## config.mk

```make
export PLATFORM = sky130hd
export DESIGN_NAME = ucr_regmap
export DESIGN_NICKNAME = d
export VERILOG_FILES = /design/src/rtl/ucr_pkg.sv /design/src/rtl/ucr_regmap.sv
export VERILOG_INCLUDE_DIRS = /design/src /design/src/rtl
export SDC_FILE = /design/constraint.sdc
export NUM_CORES = 1
export LEC_CHECK = 0
export BUFFER_PORTS_ARGS = -buffer_cell sky130_fd_sc_hd__buf_2
export CAP_MARGIN = 15
export CORE_MARGIN = 10
export CORE_UTILIZATION = 58
export DETAILED_ROUTE_END_ITERATION = 12
export GPL_ROUTABILITY_DRIVEN = 1
export GPL_TIMING_DRIVEN = 0
export HOLD_SLACK_MARGIN = 0.06
export PLACE_DENSITY = 0.81
export SLEW_MARGIN = 20
export SYNTH_ARGS = -nofsm -noshare
export SYNTH_HDL_FRONTEND = slang
export SYNTH_SLANG_ARGS = --single-unit
```

## constraint.sdc

```tcl
create_clock -name i_clk -period 13 [get_ports i_clk]
set_input_delay 1.95 -clock i_clk [delete_from_list [all_inputs] [get_ports i_clk]]
set_output_delay 1.95 -clock i_clk [all_outputs]
set_load 0.05 [all_outputs]
```

## src/rtl/ucr_defs.svh

```systemverilog
// Offsets, field positions, reset values and masks of the channel register map
`ifndef UCR_DEFS_SVH
`define UCR_DEFS_SVH

// Register offsets (4-bit address)
`define UCR_OFF_HOLD     4'h0
`define UCR_OFF_IER      4'h1
`define UCR_OFF_ISR      4'h2
`define UCR_OFF_LCR      4'h3
`define UCR_OFF_MCR      4'h4
`define UCR_OFF_LSR      4'h5
`define UCR_OFF_MSR      4'h6
`define UCR_OFF_SPR      4'h7
`define UCR_OFF_TX_FIFO_FILL    4'h8
`define UCR_OFF_RX_FIFO_FILL    4'h9
`define UCR_OFF_GPIO_DIRECTION    4'ha
`define UCR_OFF_GPIO_PIN_STATE  4'hb
`define UCR_OFF_IOINT    4'hc
`define UCR_OFF_RSVD     4'hd
`define UCR_OFF_IOCTL    4'he
`define UCR_OFF_EXTRA_FEATURE_CONTROL     4'hf

// Field positions
`define UCR_LCR_DLAB_BIT 7
`define UCR_EFR_ENH_BIT  4
`define UCR_MCR_TT_BIT   2
`define UCR_MCR_IR_BIT   6
`define UCR_FCR_EN_BIT   0
`define UCR_FCR_RXR_BIT  1
`define UCR_FCR_TXR_BIT  2

// Line control value that opens the enhanced set
`define UCR_LCR_ENH_KEY  8'hbf

// Bits that only act while the enhanced unlock is set
`define UCR_MASK_IER     8'hf0
`define UCR_MASK_FCR     8'h30
`define UCR_MASK_MCR     8'he0
`define UCR_MASK_ISR     6'h30

// Reset values
`define UCR_RST_REG      8'h00
`define UCR_RST_PIN      4'hf

`endif

```

## src/rtl/ucr_pkg.sv

```systemverilog
// Types shared by the channel register map
package ucr_pkg;

  // Register targets picked by the address decoder
  typedef enum logic [4:0] {
    UCR_SEL_NONE, UCR_SEL_HOLD, UCR_SEL_DLL, UCR_SEL_DLM, UCR_SEL_DLD,
    UCR_SEL_IER, UCR_SEL_ISR, UCR_SEL_EFR, UCR_SEL_LCR, UCR_SEL_MCR,
    UCR_SEL_LSR, UCR_SEL_MSR, UCR_SEL_SPR, UCR_SEL_TCR, UCR_SEL_TLR,
    UCR_SEL_XON1, UCR_SEL_XON2, UCR_SEL_XOFF1, UCR_SEL_XOFF2,
    UCR_SEL_TX_FIFO_FILL, UCR_SEL_RX_FIFO_FILL, UCR_SEL_GPIO_DIRECTION, UCR_SEL_GPIO_PIN_STATE,
    UCR_SEL_IOINT, UCR_SEL_IOCTL, UCR_SEL_EXTRA_FEATURE_CONTROL
  } ucr_sel_t;

  // Software-written configuration
  typedef struct packed {
    logic [7:0] interrupt_enable;
    logic [7:0] fifo_control;
    logic [7:0] line_control;
    logic [7:0] modem_control;
    logic [7:0] scratch_pad;
    logic [7:0] dll;
    logic [7:0] divisor_high;
    logic [7:0] divisor_fraction;
    logic [7:0] enhanced_function;
    logic [7:0] xon1;
    logic [7:0] xon2;
    logic [7:0] xoff1;
    logic [7:0] xoff2;
    logic [7:0] flow_halt_resume;
    logic [7:0] fifo_trigger_levels;
    logic [7:0] gpio_direction;
    logic [7:0] gpio_pin_state;
    logic [7:0] ioint;
    logic [7:0] ioctl;
    logic [7:0] extra_feature_control;
  } ucr_regs_t;

  // Status from the channel datapath
  typedef struct packed {
    logic [7:0] rx_data;
    logic [7:0] line_status;
    logic [5:0] isr_src;
    logic [6:0] tx_lvl;
    logic [6:0] rx_lvl;
  } ucr_stat_t;

  // One-cycle strobes toward the channel datapath
  typedef struct packed {
    logic tx_load;
    logic rx_pop;
    logic rx_fifo_rst;
    logic tx_fifo_rst;
    logic lsr_read;
    logic msr_read;
  } ucr_evt_t;

  // Whole state of the register map
  typedef struct packed {
    ucr_regs_t  regs;
    ucr_regs_t  cfg;
    ucr_evt_t   evt;
    logic [7:0] tx_data;
    logic [7:0] rdata;
    logic       rd_valid;
    logic [3:0] msync1;
    logic [3:0] msync2;
    logic [3:0] mprev;
    logic [3:0] mdelta;
  } ucr_state_t;

endpackage

```

## src/rtl/ucr_regmap.sv

```systemverilog
// Channel register map and address decoder behind the serial slave port
//
// Contract
// - Offset 0 reads receive byte, writes transmit
// - Latch bit opens divisor bytes; fraction needs unlock
// - Interrupt enable bit order as listed
// - Interrupt status: source code, FIFO enabled bits
// - FIFO control: enable, resets, DMA, triggers
// - Line control read/write with listed fields
// - Modem control reachable unless key value
// - Line status is read-only datapath status
// - Modem status: deltas low, states high
// - Scratch location stores and returns host byte
// - Halt/trigger enable maps halt/resume at 6
// - Same enable maps trigger levels at 7
// - FIFO fill levels read-only, bit 7 zero
// - GPIO, reserved and extra feature offsets
// - Key value maps enhanced and flow characters
// - Enhanced bits act only while unlocked
// - Enhanced function field layout
`include "ucr_defs.svh"

module ucr_regmap
  import ucr_pkg::*;
#(
  parameter int P_LVL_W     = 7,
  parameter bit P_CHANNEL_B = 1'b1
) (
  // Clock, reset, enable
  input  wire logic       i_clk,
  input  wire logic       i_reset,
  input  wire logic       i_clk_en,
  // Register access from the slave port
  input  wire logic [3:0] i_addr,
  input  wire logic       i_wr,
  input  wire logic       i_rd,
  input  wire logic [7:0] i_wdata,
  output logic      [7:0] o_rdata,
  output logic            o_rd_valid,
  // Channel datapath
  input  wire ucr_stat_t  i_stat,
  input  wire logic [3:0] i_modem_n,
  output ucr_regs_t       o_cfg,
  output ucr_evt_t        o_evt,
  output logic      [7:0] o_tx_data
);

  // Level counters wider than the 7-bit field cannot be reported
  if (P_LVL_W != 7) begin : g_chk
    $error("ucr_regmap: P_LVL_W must be 7");
  end

  // Map address plus mode bits to one register target
  function automatic ucr_sel_t ucr_decode(input logic [3:0] addr,
                                          input logic [7:0] line_control,
                                          input logic       tt_en,
                                          input logic       enh);
    logic key;
    logic dlab;
    key  = (line_control == `UCR_LCR_ENH_KEY);
    dlab = line_control[`UCR_LCR_DLAB_BIT];
    ucr_decode = UCR_SEL_NONE;
    case (addr)
      `UCR_OFF_HOLD: begin
        if (!dlab) ucr_decode = UCR_SEL_HOLD;
        else if (!key) ucr_decode = UCR_SEL_DLL;
      end
      `UCR_OFF_IER: begin
        if (!dlab) ucr_decode = UCR_SEL_IER;
        else if (!key) ucr_decode = UCR_SEL_DLM;
      end
      `UCR_OFF_ISR: begin
        if (key) ucr_decode = UCR_SEL_EFR;
        else if (!dlab) ucr_decode = UCR_SEL_ISR;
        else if (enh) ucr_decode = UCR_SEL_DLD;
      end
      `UCR_OFF_LCR:   ucr_decode = UCR_SEL_LCR;
      `UCR_OFF_MCR:   ucr_decode = key ? UCR_SEL_XON1 : UCR_SEL_MCR;
      `UCR_OFF_LSR:   ucr_decode = key ? UCR_SEL_XON2 : UCR_SEL_LSR;
      `UCR_OFF_MSR: begin
        if (key) ucr_decode = UCR_SEL_XOFF1;
        else if (tt_en) ucr_decode = UCR_SEL_TCR;
        else ucr_decode = UCR_SEL_MSR;
      end
      `UCR_OFF_SPR: begin
        if (key) ucr_decode = UCR_SEL_XOFF2;
        else if (tt_en) ucr_decode = UCR_SEL_TLR;
        else ucr_decode = UCR_SEL_SPR;
      end
      `UCR_OFF_TX_FIFO_FILL:   ucr_decode = UCR_SEL_TX_FIFO_FILL;
      `UCR_OFF_RX_FIFO_FILL:   ucr_decode = UCR_SEL_RX_FIFO_FILL;
      `UCR_OFF_GPIO_DIRECTION:   ucr_decode = UCR_SEL_GPIO_DIRECTION;
      `UCR_OFF_GPIO_PIN_STATE: ucr_decode = UCR_SEL_GPIO_PIN_STATE;
      `UCR_OFF_IOINT:   ucr_decode = UCR_SEL_IOINT;
      `UCR_OFF_IOCTL:   ucr_decode = UCR_SEL_IOCTL;
      `UCR_OFF_EXTRA_FEATURE_CONTROL:    ucr_decode = UCR_SEL_EXTRA_FEATURE_CONTROL;
      default:          ucr_decode = UCR_SEL_NONE;
    endcase
  endfunction

  // Apply the enhanced unlock to one byte: locked bits read as zero
  function automatic logic [7:0] ucr_lock(input logic [7:0] val,
                                          input logic [7:0] mask,
                                          input logic       enh);
    ucr_lock = enh ? val : (val & ~mask);
  endfunction

  ucr_state_t q;
  ucr_state_t d;
  ucr_sel_t   sel;
  logic       enh;
  logic       tt_en;
  logic [3:0] mchg;
  logic [7:0] mcr_eff;
  logic [5:0] isr_eff;

  // Next-state logic: decode, writes, read capture, modem change tracking
  always_comb begin
    d          = q;
    d.evt      = '0;
    d.rd_valid = 1'b0;
    enh        = q.regs.enhanced_function[`UCR_EFR_ENH_BIT];
    tt_en      = q.regs.modem_control[`UCR_MCR_TT_BIT];
    sel        = ucr_decode(i_addr, q.regs.line_control, tt_en, enh);

    // Modem pins come from outside, so two flops before anything looks
    d.msync1 = i_modem_n;
    d.msync2 = q.msync1;
    d.mprev  = q.msync2;
    mchg     = q.msync2 ^ q.mprev;

    // Delta bits: a change in the read cycle survives the clear
    if (i_rd && sel == UCR_SEL_MSR) begin
      d.mdelta     = mchg;
      d.evt.msr_read = 1'b1;
    end else begin
      d.mdelta = q.mdelta | mchg;
    end

    // Channel B alone keeps the infrared bit
    mcr_eff = ucr_lock(q.regs.modem_control, `UCR_MASK_MCR, enh);
    if (!P_CHANNEL_B) begin
      mcr_eff[`UCR_MCR_IR_BIT] = 1'b0;
    end
    isr_eff = enh ? i_stat.isr_src : (i_stat.isr_src & ~`UCR_MASK_ISR);

    // Host writes; locked enhanced bits are stored as zero
    if (i_wr) begin
      case (sel)
        UCR_SEL_HOLD: begin
          d.tx_data     = i_wdata;
          d.evt.tx_load = 1'b1;
        end
        UCR_SEL_DLL:     d.regs.dll = i_wdata;
        UCR_SEL_DLM:     d.regs.divisor_high = i_wdata;
        UCR_SEL_DLD:     d.regs.divisor_fraction = i_wdata;
        UCR_SEL_IER:     d.regs.interrupt_enable = ucr_lock(i_wdata, `UCR_MASK_IER, enh);
        UCR_SEL_ISR: begin
          d.regs.fifo_control = ucr_lock(i_wdata, `UCR_MASK_FCR, enh);
          // Reset bits are commands, not state: pulse and self-clear
          d.regs.fifo_control[`UCR_FCR_RXR_BIT] = 1'b0;
          d.regs.fifo_control[`UCR_FCR_TXR_BIT] = 1'b0;
          d.evt.rx_fifo_rst = i_wdata[`UCR_FCR_RXR_BIT];
          d.evt.tx_fifo_rst = i_wdata[`UCR_FCR_TXR_BIT];
        end
        UCR_SEL_EFR:     d.regs.enhanced_function = i_wdata;
        UCR_SEL_LCR:     d.regs.line_control = i_wdata;
        UCR_SEL_MCR:     d.regs.modem_control = ucr_lock(i_wdata, `UCR_MASK_MCR, enh);
        UCR_SEL_SPR:     d.regs.scratch_pad = i_wdata;
        UCR_SEL_TCR:     d.regs.flow_halt_resume = i_wdata;
        UCR_SEL_TLR:     d.regs.fifo_trigger_levels = i_wdata;
        UCR_SEL_XON1:    d.regs.xon1 = i_wdata;
        UCR_SEL_XON2:    d.regs.xon2 = i_wdata;
        UCR_SEL_XOFF1:   d.regs.xoff1 = i_wdata;
        UCR_SEL_XOFF2:   d.regs.xoff2 = i_wdata;
        UCR_SEL_GPIO_DIRECTION:   d.regs.gpio_direction = i_wdata;
        UCR_SEL_GPIO_PIN_STATE: d.regs.gpio_pin_state = i_wdata;
        UCR_SEL_IOINT:   d.regs.ioint = i_wdata;
        UCR_SEL_IOCTL:   d.regs.ioctl = i_wdata;
        UCR_SEL_EXTRA_FEATURE_CONTROL:    d.regs.extra_feature_control = i_wdata;
        // Status, level and reserved targets drop the write
        default:         d.regs = q.regs;
      endcase
    end

    // Host reads: data captured one cycle after the strobe
    if (i_rd) begin
      d.rd_valid = 1'b1;
      case (sel)
        UCR_SEL_HOLD: begin
          d.rdata      = i_stat.rx_data;
          d.evt.rx_pop = 1'b1;
        end
        UCR_SEL_DLL:     d.rdata = q.regs.dll;
        UCR_SEL_DLM:     d.rdata = q.regs.divisor_high;
        UCR_SEL_DLD:     d.rdata = q.regs.divisor_fraction;
        UCR_SEL_IER:     d.rdata = ucr_lock(q.regs.interrupt_enable, `UCR_MASK_IER, enh);
        UCR_SEL_ISR:     d.rdata = {{2{q.regs.fifo_control[`UCR_FCR_EN_BIT]}}, isr_eff};
        UCR_SEL_EFR:     d.rdata = q.regs.enhanced_function;
        UCR_SEL_LCR:     d.rdata = q.regs.line_control;
        UCR_SEL_MCR:     d.rdata = mcr_eff;
        UCR_SEL_LSR: begin
          d.rdata        = i_stat.line_status;
          d.evt.lsr_read = 1'b1;
        end
        // Upper nibble shows the pins as asserted (active-low inputs)
        UCR_SEL_MSR:     d.rdata = {~q.msync2[3], ~q.msync2[2], ~q.msync2[1],
                                    ~q.msync2[0], q.mdelta};
        UCR_SEL_SPR:     d.rdata = q.regs.scratch_pad;
        UCR_SEL_TCR:     d.rdata = q.regs.flow_halt_resume;
        UCR_SEL_TLR:     d.rdata = q.regs.fifo_trigger_levels;
        UCR_SEL_XON1:    d.rdata = q.regs.xon1;
        UCR_SEL_XON2:    d.rdata = q.regs.xon2;
        UCR_SEL_XOFF1:   d.rdata = q.regs.xoff1;
        UCR_SEL_XOFF2:   d.rdata = q.regs.xoff2;
        UCR_SEL_TX_FIFO_FILL:   d.rdata = {1'b0, i_stat.tx_lvl};
        UCR_SEL_RX_FIFO_FILL:   d.rdata = {1'b0, i_stat.rx_lvl};
        UCR_SEL_GPIO_DIRECTION:   d.rdata = q.regs.gpio_direction;
        UCR_SEL_GPIO_PIN_STATE: d.rdata = q.regs.gpio_pin_state;
        UCR_SEL_IOINT:   d.rdata = q.regs.ioint;
        UCR_SEL_IOCTL:   d.rdata = q.regs.ioctl;
        UCR_SEL_EXTRA_FEATURE_CONTROL:    d.rdata = q.regs.extra_feature_control;
        default:         d.rdata = 8'h00;
      endcase
    end

    // Configuration seen by the datapath, with locked bits forced low
    d.cfg     = q.regs;
    d.cfg.interrupt_enable = ucr_lock(q.regs.interrupt_enable, `UCR_MASK_IER, enh);
    d.cfg.fifo_control = ucr_lock(q.regs.fifo_control, `UCR_MASK_FCR, enh);
    d.cfg.modem_control = mcr_eff;
    // Fraction only counts while the unlock is on
    d.cfg.divisor_fraction = enh ? q.regs.divisor_fraction : 8'h00;
  end

  // State register; the clock enable freezes everything
  always_ff @(posedge i_clk or posedge i_reset) begin
    if (i_reset) begin
      q        <= '0;
      q.msync1 <= `UCR_RST_PIN;
      q.msync2 <= `UCR_RST_PIN;
      q.mprev  <= `UCR_RST_PIN;
    end else if (i_clk_en) begin
      q <= d;
    end
  end

  // Outputs straight from the state flops
  assign o_rdata    = q.rdata;
  assign o_rd_valid = q.rd_valid;
  assign o_cfg      = q.cfg;
  assign o_evt      = q.evt;
  assign o_tx_data  = q.tx_data;

endmodule

```

==> results.ini <==
[run_status]
status=complete, no violations

[clock_tree]
post_cts_resized=0
clock_latency_ns=0.53
cts_tree=done
cts.sinks=355
clock_path_buffers=3
post_cts_buffers=0
root_buffer=clkbuf_16
clk_pin_slew_ns=0.06
cts_hold_buf=0
cts_max_level=2
numCtsBuffers=36

[timing]
slew_headroom_pct=19.3
period_share_pct=39.8
finalSetupTns_ns=0
rsz0062_at_grt=no
worstMarginPinSlew_ns=1.21
slew_violations=0
hold_viol_final=0
setup_slack_ns=7.82
setup_violations=0
min_period_ns=5.18
timing.fmax_mhz=193
skew_ns=0.0174

[cells_and_area]
final_common_cell=dfrtp_1
design_area_um2=19700
final_cell_mix=343 x dfrtp_1, 282 x mux2_2, 243 x buf_2, 183 x buf_4, 94 x nand2_1
finish.net_count=1697
area_delta_synth_final_pct=17.9
fillers=2022
drive_gt1_share_pct=48.6
fin_cells=2050

[hold_path]
hold_path_class=register to register
min_path_cells=2
hold_end=o_tx_data[1]
hold_start=o_tx_data[1]

[global_route]
grt_overflow=0
busiest_layer=met2
antenna_found_initial=1
grt_max_degree=109
grt.met3_usage_pct=6.33
grt_pass1_wl_um=80300
grt_util_met1_pct=38.6
grtUsageMet2_pct=47.4
grt_pass1_vias=12600
grt_usage_pct=29.3

[routing]
firstDrtPassIters=6
routedWlPerCell_um=26.2
drc=0
drt-total-wl_um=53800
ant_nets=0
first_iter_violations=1388
vias_per_cell=5.95
vias=12200

[critical_path]
cp_cell_sequence=buf_2 -> buf_2 -> buf_1 -> buf_1 -> mux2_2 -> nand3_1 -> o21ai_0 -> a22oi_1 -> nand4_1 -> a221oi_1 -> a31oi_1
start_kind=primary input
crit_type=primary input to register
path_buf_inv=4
crit_fanout=10
critical-path-slowest-cell=buf_1
rr_worst_depth=7
end_kind=register
crit_family=buffers and inverters
cp.arrival_ns=5.55
r2r_start=d[180]
slowest_delay_ns=0.68
rr_endpoint=q[301]
reg2reg_slack_ns=9.61
cp_data_required_time_ns=13.37

[synthesis]
yosysTopAreaCell=dfrtp_1
synthTopCellsByArea=dfrtp_1 51%, mux2_2 19%, buf_4 8.2%
ys_warn_count=0
syn-cell-area_um2=16700
yosysSeqAreaShare_pct=53.3
synth_top_area_share_pct=51.4
synth.distinct_cells=76
synth_edf_count=0
synth_cells=1367
avgSynthCellArea_um2=12.2
synth-seq-cells=355
synthFlopType=dfrtp_1
async_reset_ff_share_pct=100

[floorplan]
ios=240
start_util_pct=58.5
die_area_um2=36000
core_area_um2=28500
die_w_um=190
rows=62
die_y_um=190

[placement]
place_ws_ns=7.47
routabilityCongestion=0.982
portBuffers=231
place_inst=1986
placed_area_um2=18400
dp_hpwl_um=38900

[pwr]
p_per_area_nw_per_um2=168
p_leak_nw=9.86
vdd_ir_drop_max_mv=0.129

[flow_run]
maxCapViolCount=0

==> how the worst max path moves through the flow <==
stage	start	end	slack [ns]	cells after the start
floorplan	i_reset	d[100]	1.22	1
global placement	i_reset	o_cfg[83]	-2.11	2
detailed placement	i_addr[0]	o_rdata[7]	7.47	11
CTS	i_addr[0]	o_rdata[1]	7.98	11
global route	i_addr[0]	o_rdata[1]	7.81	11
finish	i_addr[0]	o_rdata[1]	7.82	11
==> worst register-to-register path, stage by stage (launching register included) <==
cell and delay, ns:
dfrtp_1 0.60, nand4b_4 0.27, nor2_4 0.33, o311ai_1 0.25, or3_4 0.49, nor4b_4 0.72, nand2_4 0.25, mux2_4 0.37
==> where the power goes <==
part | leakage, nW | total [W] | internal (W) | switching (W)
Clock | 0.614 | 0.00110 | 0.000662 | 0.000433
Combinational | 4.59 | 0.000815 | 0.000302 | 0.000512
Sequential | 4.65 | 0.00140 | 0.00126 | 0.000134
Total | 9.86 | 0.00331 | 0.00223 | 0.00108
==> logic make-up after synthesis <==
kind of cell / share of synthesized area (%)
and+or+nand+nor: 7.31
xor gates and xnor gates: 0.210
DFF: 53.3
AOI/OAI and AO/OA: 7.21
muxes: 21.1
other: 0.0224
buffers and inverters: 10.9
==> metrics by stage <==
| step | hold WS (ns) | total power [W] | util, % |
|---|---|---|---|
| CTS | 0.491 | 0.00331 | 69.0 |
| finish | 0.483 | 0.00331 | 69.0 |
| global route | 0.523 | 0.00341 | 69.0 |
| floorplan | 0.450 | 0.00200 | - |
| detailed placement | 0.478 | 0.00222 | 64.6 |
| global placement | 0.461 | 0.00220 | 64.3 |
==> layer usage <==
layer | part of all wire (%) | vias up
met5 | 0 | -
met4 | 3.5 | 0
met3 | 9.4 | 133
met2 | 47 | 711
met1 | 40 | 6170
li1 | - | 5193
==> sequential cells by signal, indices dropped and copies added (netlist names) <==
| signal | flops |
|---|---|
| o_rdata | 8 |
| o_evt | 6 |
| o_cfg | 158 |
| o_tx_data | 8 |
| o_rd_valid | 1 |
| q | 38 |
| d | 136 |
==> layout make-up <==
| class | instances | area (um^2) | share of cell area (%) |
|---|---|---|---|
| Antenna cell | 1 | 2.50 | 0.0127 |
| Buffer | 265 | 1700 | 8.62 |
| Clock buffer | 51 | 1050 | 5.32 |
| Clock inverter | 12 | 193 | 0.978 |
| Inverter | 33 | 131 | 0.667 |
| Multi-Input combinational cell | 715 | 6000 | 30.5 |
| Sequential cell | 355 | 8900 | 45.2 |
| Tap cell | 384 | 480 | 2.44 |
| Timing Repair Buffer | 234 | 1240 | 6.29 |
==> Yosys cell counts, types with 10 or more instances <==
cell type  number
inv_1          33
and3_1         13
nor2_1         18
nand3_1        34
nand2_1        94
dfstp_2        12
and2_1         10
dfrtp_1       343
mux2_2        282
buf_4         183
a221oi_1       11
o21ai_0        63
a21oi_1        11
clkbuf_1       62
buf_2          12
a22oi_1        23
(Power assumes the default switching activity.)
